## src/inc/smc_cfg.svh

```systemverilog
// Constants for the sleep-mode controller: encodings and timing counts.
`ifndef SMC_CFG_SVH
`define SMC_CFG_SVH
`define SMC_SEL_IDLE 3'h0
`define SMC_SEL_ADCNR 3'h1
`define SMC_SEL_PDOWN 3'h2
`define SMC_SEL_PSAVE 3'h3
`define SMC_SEL_STBY 3'h6
`define SMC_HALT_CYCLES 4'h4
`define SMC_STBY_CYCLES 4'h6
`define SMC_WAIT_W 16
`endif

```

## src/inc/smc_pkg.sv

```systemverilog
// Types shared by the sleep-mode controller files.
package smc_pkg;
  typedef enum logic [2:0] {
    SMC_ACTIVE = 3'b000,
    SMC_SLEEP = 3'b001,
    SMC_START = 3'b010,
    SMC_HALT = 3'b011,
    SMC_RESET = 3'b100
  } smc_state_type;
endpackage

```

## src/hw/smc_clk_gate.sv

```systemverilog
// Glitch-free clock gate enable: enable changes only while clock is low.
`timescale 1ns/1ps
module smc_clk_gate (
  input wire logic i_sys_clk,
  input wire logic i_rstn,
  input wire logic i_run,
  output logic o_gate_en
);
  // Latch-free form: a negedge flop keeps the enable stable in the high phase.
  always_ff @(negedge i_sys_clk) begin
    if (!i_rstn) begin
      o_gate_en <= 1'b1;
    end else begin
      o_gate_en <= i_run;
    end
  end
endmodule

```

## src/hw/smc_sleep_ctrl.sv

```systemverilog
// Sleep-mode controller: state entry, clock-domain gating and wake-up.
`timescale 1ns/1ps
`include "smc_cfg.svh"
// Functional notes
// - Sleep entered only when enable bit set and sleep instruction executes.
// - Interrupt wake holds core four cycles plus start-up, then resumes.
// - Register file and SRAM are never cleared across sleep.
// - Reset during sleep wakes core and restarts from reset vector.
// - Select 000 is Idle: only CPU and flash clocks stop.
// - Idle or ADC noise reduction with ADC on starts a conversion.
// - Select 001 stops I/O, CPU, flash clocks; ADC and async run.
// - ADC noise reduction wakes only from its listed sources.
// - Select 010 Power-down stops oscillator and all generated clocks.
// - Power-down wakes on resets, serial start, level zero, pin change.
// - Power-down wake waits a start-up time set by clock-source fuses.
// - Select 011 Power-save is Power-down plus timer2 and display.
// - Power-save timer2 wake needs its mask bit and global enable.
// - Power-save stops async oscillator if no user of async clock.
// - Power-save stops main clock if no synchronous user; else only them.
// - Select 110 with crystal is Standby; oscillator runs, six-cycle wake.
// - Encodings 100, 101 and 111 are reserved.
module smc_sleep_ctrl (
  input wire logic i_sys_clk,
  input wire logic i_rstn,
  input wire logic i_sleep_instr,
  input wire logic i_sleep_enable_bit,
  input wire logic [2:0] i_sleep_state_select,
  input wire logic i_crystal_selected,
  input wire logic [15:0] i_clock_source_fuses_wait,
  input wire logic i_reset_req,
  input wire logic i_global_irq_en,
  input wire logic i_adc_enabled,
  input wire logic i_adc_done_irq,
  input wire logic i_spm_ee_ready_irq,
  input wire logic i_ext_zero_level_irq,
  input wire logic i_ext_zero_edge_irq,
  input wire logic i_pin_change_irq,
  input wire logic i_serial_start_irq,
  input wire logic i_display_irq,
  input wire logic i_display_async,
  input wire logic i_display_sync,
  input wire logic i_timer2_ovf,
  input wire logic i_timer2_cmp,
  input wire logic [1:0] i_timer2_irq_mask,
  input wire logic i_timer2_async,
  input wire logic i_timer2_sync,
  input wire logic i_other_io_irq,
  output logic o_cpu_clk_en,
  output logic o_flash_clk_en,
  output logic o_io_clk_en,
  output logic o_adc_clk_en,
  output logic o_async_clk_en,
  output logic o_t2_lcd_sync_clk_en,
  output logic o_main_osc_en,
  output logic o_timer_osc_en,
  output logic o_adc_start,
  output logic o_core_halt,
  output logic o_restart_vector,
  output logic o_sleeping,
  output logic [2:0] o_sleep_mode
);
  import smc_pkg::*;

  smc_state_type state;
  logic [2:0] mode;
  logic [15:0] wait_cnt;
  logic wake;
  logic run_cpu, run_io, run_adc, run_asy, run_t2s;
  logic t2_wake;
  // Gate requests and enables, ordered cpu, io, adc, async, t2/display sync.
  // Flash shares the CPU gate because the two always stop together.
  logic [4:0] run_vec;
  logic [4:0] gate_vec;
  // High while the core is active and a sleep instruction meets a set enable bit, whatever the select.
  logic sleep_take;

  // Standby needs a crystal that can keep running, so without one the
  // encoding is treated like a reserved one and simply ignored.
  function automatic logic sel_valid(input logic [2:0] sel,
                                     input logic xtal);
    sel_valid = (sel == `SMC_SEL_IDLE) || (sel == `SMC_SEL_ADCNR) ||
                (sel == `SMC_SEL_PDOWN) || (sel == `SMC_SEL_PSAVE) ||
                ((sel == `SMC_SEL_STBY) && xtal);
  endfunction

  // Deep modes are the ones whose generated clocks may all stop, so their wake-up must
  // wait for the clock source to settle.
  function automatic logic deep_mode(input logic [2:0] m);
    deep_mode = (m == `SMC_SEL_PDOWN) || (m == `SMC_SEL_PSAVE) ||
                (m == `SMC_SEL_STBY);
  endfunction

  // A sleep instruction only counts while the core runs and may sleep.
  assign sleep_take = state == SMC_ACTIVE && i_sleep_instr &&
                      i_sleep_enable_bit;

  // Timer2 events wake Power-save only when software would also take the
  // interrupt; otherwise the core would wake to find nothing to service.
  assign t2_wake = i_global_irq_en &&
    ((i_timer2_ovf && i_timer2_irq_mask[0]) ||
     (i_timer2_cmp && i_timer2_irq_mask[1]));

  // Edge interrupts on external input zero are never a deep-sleep source.
  // The edge detector needs the I/O clock, which is stopped in every mode
  // except Idle, so only the level form can be seen there.
  always_comb begin
    wake = 1'b0;
    unique case (mode)
      `SMC_SEL_IDLE: begin
        wake = i_adc_done_irq || i_spm_ee_ready_irq || i_ext_zero_level_irq ||
               i_ext_zero_edge_irq || i_pin_change_irq ||
               i_serial_start_irq || i_display_irq || i_timer2_ovf ||
               i_timer2_cmp || i_other_io_irq;
      end
      `SMC_SEL_ADCNR: begin
        wake = i_adc_done_irq || i_spm_ee_ready_irq ||
               i_ext_zero_level_irq || i_pin_change_irq ||
               i_serial_start_irq || i_display_irq ||
               i_timer2_ovf || i_timer2_cmp;
      end
      `SMC_SEL_PSAVE: begin
        wake = i_ext_zero_level_irq || i_pin_change_irq ||
               i_serial_start_irq || i_display_irq || t2_wake;
      end
      default: begin
        wake = i_ext_zero_level_irq || i_pin_change_irq ||
               i_serial_start_irq;
      end
    endcase
  end

  // Wake-up runs SLEEP, START for the clock settling time, then HALT for a
  // fixed four cycles before the core is released. A reset request in SLEEP or
  // START wins over a wake source, so the core restarts instead of resuming.
  always_ff @(posedge i_sys_clk) begin
    if (!i_rstn) begin
      state <= SMC_ACTIVE;
      mode <= `SMC_SEL_IDLE;
      wait_cnt <= 16'h0000;
    end else begin
      unique case (state)
        SMC_ACTIVE: begin
          if (i_sleep_instr && i_sleep_enable_bit &&
              sel_valid(i_sleep_state_select, i_crystal_selected)) begin
            state <= SMC_SLEEP;
            mode <= i_sleep_state_select;
          end
        end
        SMC_SLEEP: begin
          if (i_reset_req) begin
            state <= SMC_RESET;
          end else if (wake) begin
            state <= SMC_START;
            if (mode == `SMC_SEL_STBY) begin
              wait_cnt <= 16'(`SMC_STBY_CYCLES);
            end else if (deep_mode(mode)) begin
              wait_cnt <= i_clock_source_fuses_wait;
            end else begin
              wait_cnt <= 16'h0000;
            end
          end
        end
        SMC_START: begin
          // A count of zero or one still spends one cycle here, which keeps
          // the halt length the same for every mode.
          if (i_reset_req) begin
            state <= SMC_RESET;
          end else if (wait_cnt <= 16'h0001) begin
            state <= SMC_HALT;
            wait_cnt <= 16'(`SMC_HALT_CYCLES);
          end else begin
            wait_cnt <= wait_cnt - 16'h0001;
          end
        end
        SMC_HALT: begin
          // A reset here is left to the core's own reset path, since the
          // clocks are already running again.
          if (wait_cnt <= 16'h0001) begin
            state <= SMC_ACTIVE;
          end else begin
            wait_cnt <= wait_cnt - 16'h0001;
          end
        end
        SMC_RESET: begin
          state <= SMC_ACTIVE;
        end
        default: begin
          state <= SMC_ACTIVE;
        end
      endcase
    end
  end

  // Domain run requests; memories are never touched, only clocks.
  // Stopping a clock freezes its domain, so state survives the sleep.
  // The requests are combinational and only become enables on a falling edge.
  always_comb begin
    run_cpu = 1'b1;
    run_io = 1'b1;
    run_adc = 1'b1;
    run_asy = 1'b1;
    run_t2s = 1'b1;
    if (state == SMC_SLEEP || state == SMC_START) begin
      run_cpu = 1'b0;
      unique case (mode)
        `SMC_SEL_IDLE: begin
          run_io = 1'b1;
        end
        `SMC_SEL_ADCNR: begin
          run_io = 1'b0;
          run_t2s = 1'b0;
        end
        `SMC_SEL_PSAVE: begin
          run_io = 1'b0;
          run_adc = 1'b0;
          run_asy = i_timer2_async || i_display_async;
          run_t2s = i_timer2_sync || i_display_sync;
        end
        default: begin
          run_io = 1'b0;
          run_adc = 1'b0;
          run_asy = 1'b0;
          run_t2s = 1'b0;
        end
      endcase
      // I/O and ADC clocks must be back before the start-up wait can complete.
      if (state == SMC_START && mode != `SMC_SEL_IDLE) begin
        run_io = 1'b1;
        run_adc = 1'b1;
      end
    end
  end

  // One glitch-free gate per domain, all built the same way.
  assign run_vec = {run_t2s, run_asy, run_adc, run_io, run_cpu};
  for (genvar g = 0; g < 5; g++) begin : g_gate
    smc_clk_gate u_gate (
      .i_sys_clk(i_sys_clk),
      .i_rstn(i_rstn),
      .i_run(run_vec[g]),
      .o_gate_en(gate_vec[g])
    );
  end
  assign o_cpu_clk_en = gate_vec[0];
  assign o_flash_clk_en = gate_vec[0];
  assign o_io_clk_en = gate_vec[1];
  assign o_adc_clk_en = gate_vec[2];
  assign o_async_clk_en = gate_vec[3];
  assign o_t2_lcd_sync_clk_en = gate_vec[4];

  // Main oscillator: Power-down stops it outright, Power-save keeps it only
  // while a synchronously clocked timer2 or display still needs it.
  always_ff @(posedge i_sys_clk) begin
    if (!i_rstn) begin
      o_main_osc_en <= 1'b1;
    end else if (state == SMC_SLEEP) begin
      unique case (mode)
        `SMC_SEL_PDOWN: begin
          o_main_osc_en <= 1'b0;
        end
        `SMC_SEL_PSAVE: begin
          o_main_osc_en <= i_timer2_sync || i_display_sync;
        end
        `SMC_SEL_STBY: begin
          o_main_osc_en <= 1'b1;
        end
        default: begin
          o_main_osc_en <= 1'b1;
        end
      endcase
    end else begin
      o_main_osc_en <= 1'b1;
    end
  end

  // Timer oscillator: in sleep, kept only while an asynchronous user is left, so an
  // unused watch crystal draws no current in the deep modes.
  always_ff @(posedge i_sys_clk) begin
    if (!i_rstn) begin
      o_timer_osc_en <= 1'b1;
    end else if (state == SMC_SLEEP) begin
      unique case (mode)
        `SMC_SEL_PDOWN: begin
          o_timer_osc_en <= 1'b0;
        end
        `SMC_SEL_PSAVE: begin
          o_timer_osc_en <= i_timer2_async || i_display_async;
        end
        `SMC_SEL_STBY: begin
          o_timer_osc_en <= 1'b0;
        end
        default: begin
          o_timer_osc_en <= i_timer2_async || i_display_async;
        end
      endcase
    end else begin
      o_timer_osc_en <= 1'b1;
    end
  end

  // The conversion is started the cycle after the sleep is taken, so that it
  // runs in the quiet period while the core clock is stopped.
  always_ff @(posedge i_sys_clk) begin
    if (!i_rstn) begin
      o_adc_start <= 1'b0;
    end else begin
      o_adc_start <= i_adc_enabled && sleep_take &&
        (i_sleep_state_select == `SMC_SEL_IDLE ||
        i_sleep_state_select == `SMC_SEL_ADCNR);
    end
  end

  // The restart pulse tells the core to fetch from the reset vector rather
  // than from the instruction after the sleep.
  always_ff @(posedge i_sys_clk) begin
    if (!i_rstn) begin
      o_restart_vector <= 1'b0;
    end else begin
      o_restart_vector <= (state == SMC_SLEEP || state == SMC_START) &&
                          i_reset_req;
    end
  end

  // Halt covers every state but ACTIVE, so the core never sees a partial
  // wake-up sequence.
  assign o_core_halt = state != SMC_ACTIVE;
  assign o_sleeping = state == SMC_SLEEP;
  assign o_sleep_mode = mode;
endmodule

```

## config.mk

```make
export PLATFORM = sky130hd
export DESIGN_NAME = smc_sleep_ctrl
export DESIGN_NICKNAME = d
export VERILOG_FILES = /design/src/inc/smc_pkg.sv /design/src/hw/smc_clk_gate.sv /design/src/hw/smc_sleep_ctrl.sv
export VERILOG_INCLUDE_DIRS = /design/src /design/src/inc
export SDC_FILE = /design/constraint.sdc
export NUM_CORES = 1
export LEC_CHECK = 0
export BUFFER_PORTS_ARGS = -buffer_cell sky130_fd_sc_hd__buf_2
export CORE_MARGIN = 1.5
export CORE_UTILIZATION = 40
export CTS_CLUSTER_SIZE = 10
export DETAILED_ROUTE_END_ITERATION = 10
export GPL_TIMING_DRIVEN = 1
export MAX_ROUTING_LAYER = met4
export PLACE_DENSITY = 0.63
export REMOVE_ABC_BUFFERS = 1
export SYNTH_ARGS = -nofsm -noshare
export SYNTH_HDL_FRONTEND = slang
export SYNTH_HIERARCHICAL = 1
export SYNTH_SLANG_ARGS = --single-unit
```

## constraint.sdc

```tcl
create_clock -name i_sys_clk -period 6.35 [get_ports i_sys_clk]
set_clock_uncertainty 0.15 [all_clocks]
set_input_delay 0 -clock i_sys_clk [delete_from_list [all_inputs] [get_ports i_sys_clk]]
set_output_delay 0 -clock i_sys_clk [all_outputs]
set_load 0.01 [all_outputs]
```

After elaboration in Yosys (flattened, before gate mapping)
Index checks and enable logic that the tools add are counted.
Word-level totals
  register bits: 31
  output and inout port bits: 15
  word-level logic and storage cells: 112
Cells by class
  $add $sub $neg: 1
  order comparisons: 1
  equal/unequal tests: 19
  mux-type cells: 23
  bitwise gates (word level): 2
  reductions and logical operators: 54
Operator list (count)
  $mux 16: 7
  $pmux 16 s3: 1
  $logic_or 1x1->1: 28
  $eq 3x2->1 const B: 6
  $mux 3: 6
  $le 16x1->1 const B: 1
  $sub 16x1->16 const B: 1
  $logic_and 1x1->1: 12
  $pmux 3 s4: 1
  $eq 3x1->1 const B: 3
  $logic_not 3->1: 3
  $reduce_bool 3->1: 3
  $ne 2x2->1 const B: 4
  $eq 3x3->1 const B: 2
  $pmux 1 s2: 3
  $reduce_and 2->1: 3
  $reduce_and 5->1: 1
  $mux 1: 4
  $ne 2x1->1 const B: 2
  $reduce_and 4->1: 1
  $reduce_or 2->1: 2
  $ne 3x2->1 const B: 1
  $ne 3x3->1 const B: 1
  $pmux 1 s3: 1
  2 further kinds: 3

Longest topological paths before layout
  depth in word-level cells: 13
  mapped depth: 10

Hierarchy
The synthesis kept the hierarchy.
Modules (own cells, without submodules)
  smc_sleep_ctrl: times used 1, cells an instance 232, area each 1756.7 µm², seq. area each 520.5 µm²
  smc_clk_gate: times used 5, cells an instance 3, area each 30.0 µm², seq. area each 20.0 µm²

==> flow_metrics.py <==
metrics = {
    "grt": {
        "met1_usage": 0.262,
        "use_met3": 0.0556,
        "grtUsageMet2": 0.355,
        "grt_first_pass_wirelength_um": 8530,
        "grt_max_degree": 37,
        "grt_busiest_layer": "met2",
        "grtUsageTotal": 0.217,
        "grt_pass1_vias": 1915,
        "antenna_found_initial": 0,
        "overflow": 0,
    },
    "route": {
        "drt_iter0_drc": 152,
        "vias_per_cell": 5.35,
        "drc_errors": 0,
        "wirelength_um": 5030,
        "final_antenna_net_count": 0,
        "routedWlPerCell_um": 13.5,
        "vias": 1996,
        "detailedRoute.firstPassIterationCount": 4,
    },
    "synthesis": {
        "yosysTopAreaCell": "dfxtp_1",
        "ys_top_cells_by_area": "dfxtp_1 33%, nand2_1 5.9%, o21ai_0 4.5%",
        "ys_seq_area_frac": 0.325,
        "synth_cells": 247,
        "yosysTopAreaCellShare": 0.325,
        "synth_edf_count": 0,
        "syn_avg_cell_area_sq_um": 7.72,
        "synth.distinct_cells": 52,
        "ys.flop_type": "dfxtp_1",
        "synthArstFlopShare": 0,
        "yosys_warnings": 6,
        "synth_seq_cells": 31,
        "netlist_area_sq_um": 1910,
    },
    "cells_and_area": {
        "area_growth_pct": 31.4,
        "seq_area_sq_um": 621,
        "fin_area_sq_um": 2500,
        "antenna_cells_inserted": 0,
        "drive_gt1_frac": 0.240,
        "n_fill_cell": 455,
        "final_net_count": 365,
        "multi_input_area_sq_um": 1140,
    },
    "clock_network": {
        "cts-root-buf": "clkbuf_8",
        "cts_setup_buffers": 0,
        "cts_resized": 0,
        "h-tree-depth": 2,
        "cts_tree": "done",
        "cts_hold_buf": 23,
        "cts.clk_slew.worst_paths_ns": 0.07,
        "clock-sinks": 31,
        "clock_path_buffers": 2,
        "numCtsBuffers": 5,
        "clk_latency_ns": 0.29,
    },
    "flow_run": {
        "drv_cap": 0,
    },
    "die": {
        "initial_core_util": 0.426,
        "num_io_pins": 58,
        "dieArea_sq_um": 5190,
        "fp-row-count": 24,
        "die_x_um": 72.0,
        "core_sq_um": 4470,
        "die_h_um": 72.0,
    },
    "power": {
        "ir_worst_vdd_v": 0.000256,
        "fin_total_pwr_uw": 944,
        "leakage_nw": 1.10,
        "power_density_nw_per_um2": 377,
    },
    "setup_path": {
        "arrival_ns": 1.60,
        "worst_setup_path_start_kind": "flip-flop",
        "path_buf_inv": 0,
        "end_kind": "flip-flop",
        "cp_slowest_cell": "dfxtp_1",
        "crit_family": "simple AND/OR/NAND/NOR gates",
        "critical_path.most_common_cell": "nand2b_1",
        "crit_required_ns": 3.23,
        "crit_start": "state[0]",
        "path_max_fanout": 10,
        "cp_cell_sequence": "nand2b_1 -> nor2_1 -> o21ai_0 -> nand2b_1",
        "r2r_start": "state[0]",
        "slowest_delay_ns": 0.54,
        "crit_type": "flip-flop to flip-flop",
    },
    "sta": {
        "worst_slew_margin_rel": 0.203,
        "rsz0062_at_grt": "no",
        "hold_viol_final": 0,
        "tns_ns": 0,
        "worstMarginPinSlew_ns": 1.18,
        "setup_viol": 0,
        "slew_viol_final": 0,
    },
    "min_path": {
        "hp-start": "i_rstn",
        "hold_path_class": "primary input to flip-flop",
    },
    "placement": {
        "portBuffers": 57,
        "gp_congestion": 0.840,
        "dpl_cell_area_sq_um": 2180,
        "dp_hpwl_um": 3420,
    },
    "outcome": {
        "run_status": "finished, final reports clean",
    },
}
## per-layer routing
layer,up-vias,part of all wire
met5,-,0
met4,0,0.012
met3,6,0.045
met2,46,0.48
met1,915,0.46
li1,1029,-
## placed cells by master (no fill, tap or decap), drive strengths merged, types with 3 or more instances in the layout
master	n
buf	58
dfxtp	31
nand2	30
o21ai	27
dlygate4sd3	23
nor2	20
inv	14
nand3	12
a21oi	9
nand2b	8
nor3	7
nor4	7
mux2i	6
a31o	6
clkbuf	6
nor2b	5
xor2	5
o31ai	5
nand4	4
a211oi	3
xnor2	3
or3	3
o211ai	3
nand3b	3
## cell families after synthesis
logic type      after synthesis  synth area share
simple gates                106             0.286
compound gates               63             0.227
flops                        31             0.325
buf+inv                      30            0.0741
xor+xnor                      8            0.0367
mux                           7            0.0374
fa+ha+maj                     2            0.0131
## worst paths after layout
| kind | to | slack, ns | cells past startpoint |
|---|---|---|---|
| hold reg to reg | wait_cnt[13] | 0.33 | 2 |
| setup reg to reg | g_gate[2].u_gate/o_gate_en | 1.62 | 4 |
| setup / recovery | g_gate[2].u_gate/o_gate_en | 1.62 | 4 |
| hold / removal | o_main_osc_en | 0.09 | 2 |
## power breakdown
group          switching [mW]  total, mW  internal, mW
combinational           0.285      0.493         0.208
sequential             0.0446      0.267         0.223
clock                  0.0837      0.184        0.0998
## metrics by stage
step,setup slack (ns),utilization,std cells,hold WS (ns)
6_report,1.62,0.560,373,0.0901
5_1_grt,1.49,0.560,373,0.107
4_1_cts,1.67,0.560,373,0.0978
3_5_place_dp,1.64,0.487,342,0.0623
3_3_place_gp,1.64,0.487,342,0.0589
2_1_floorplan,1.72,-,232,-0.0761
## cells in the mapped netlist, drive strengths merged (2+ instances only)
master / count
dfxtp: 31
nand2: 30
o21ai: 27
nor2: 20
inv: 14
nand3: 12
a21oi: 9
buf: 8
nand2b: 8
clkbuf: 7
nor3: 7
nor4: 7
a31o: 6
mux2i: 6
nor2b: 5
o31ai: 5
xor2: 5
nand4: 4
a211oi: 3
nand3b: 3
o211ai: 3
or3: 3
xnor2: 3
a31oi: 2
and3: 2
ha: 2
nand4b: 2
or4: 2
## worst reg2reg max path, delay by kind of cell, from the launching register on
| kind | cells | cell delay, ns |
|---|---|---|
| AOI/OAI and AO/OA | 1 | 0.14 |
| DFF | 1 | 0.54 |
| and+or+nand+nor | 3 | 0.63 |
## area by class of cell
class | instances | area share
Tap cell | 52 | 0.0260
Clock buffer | 6 | 0.0290
Inverter | 10 | 0.0150
Clock inverter | 7 | 0.0165
Sequential cell | 31 | 0.248
Timing Repair Buffer | 81 | 0.209
Multi-Input combinational cell | 186 | 0.457
## flip-flops by register name, summed over array words and instances (netlist names)
name / cells
g_gate.u_gate/o_gate_en: 5
o_adc_start: 1
o_main_osc_en: 1
o_restart_vector: 1
o_sleep_mode: 3
o_timer_osc_en: 1
state: 3
wait_cnt: 16
(Power assumes the default switching activity.)
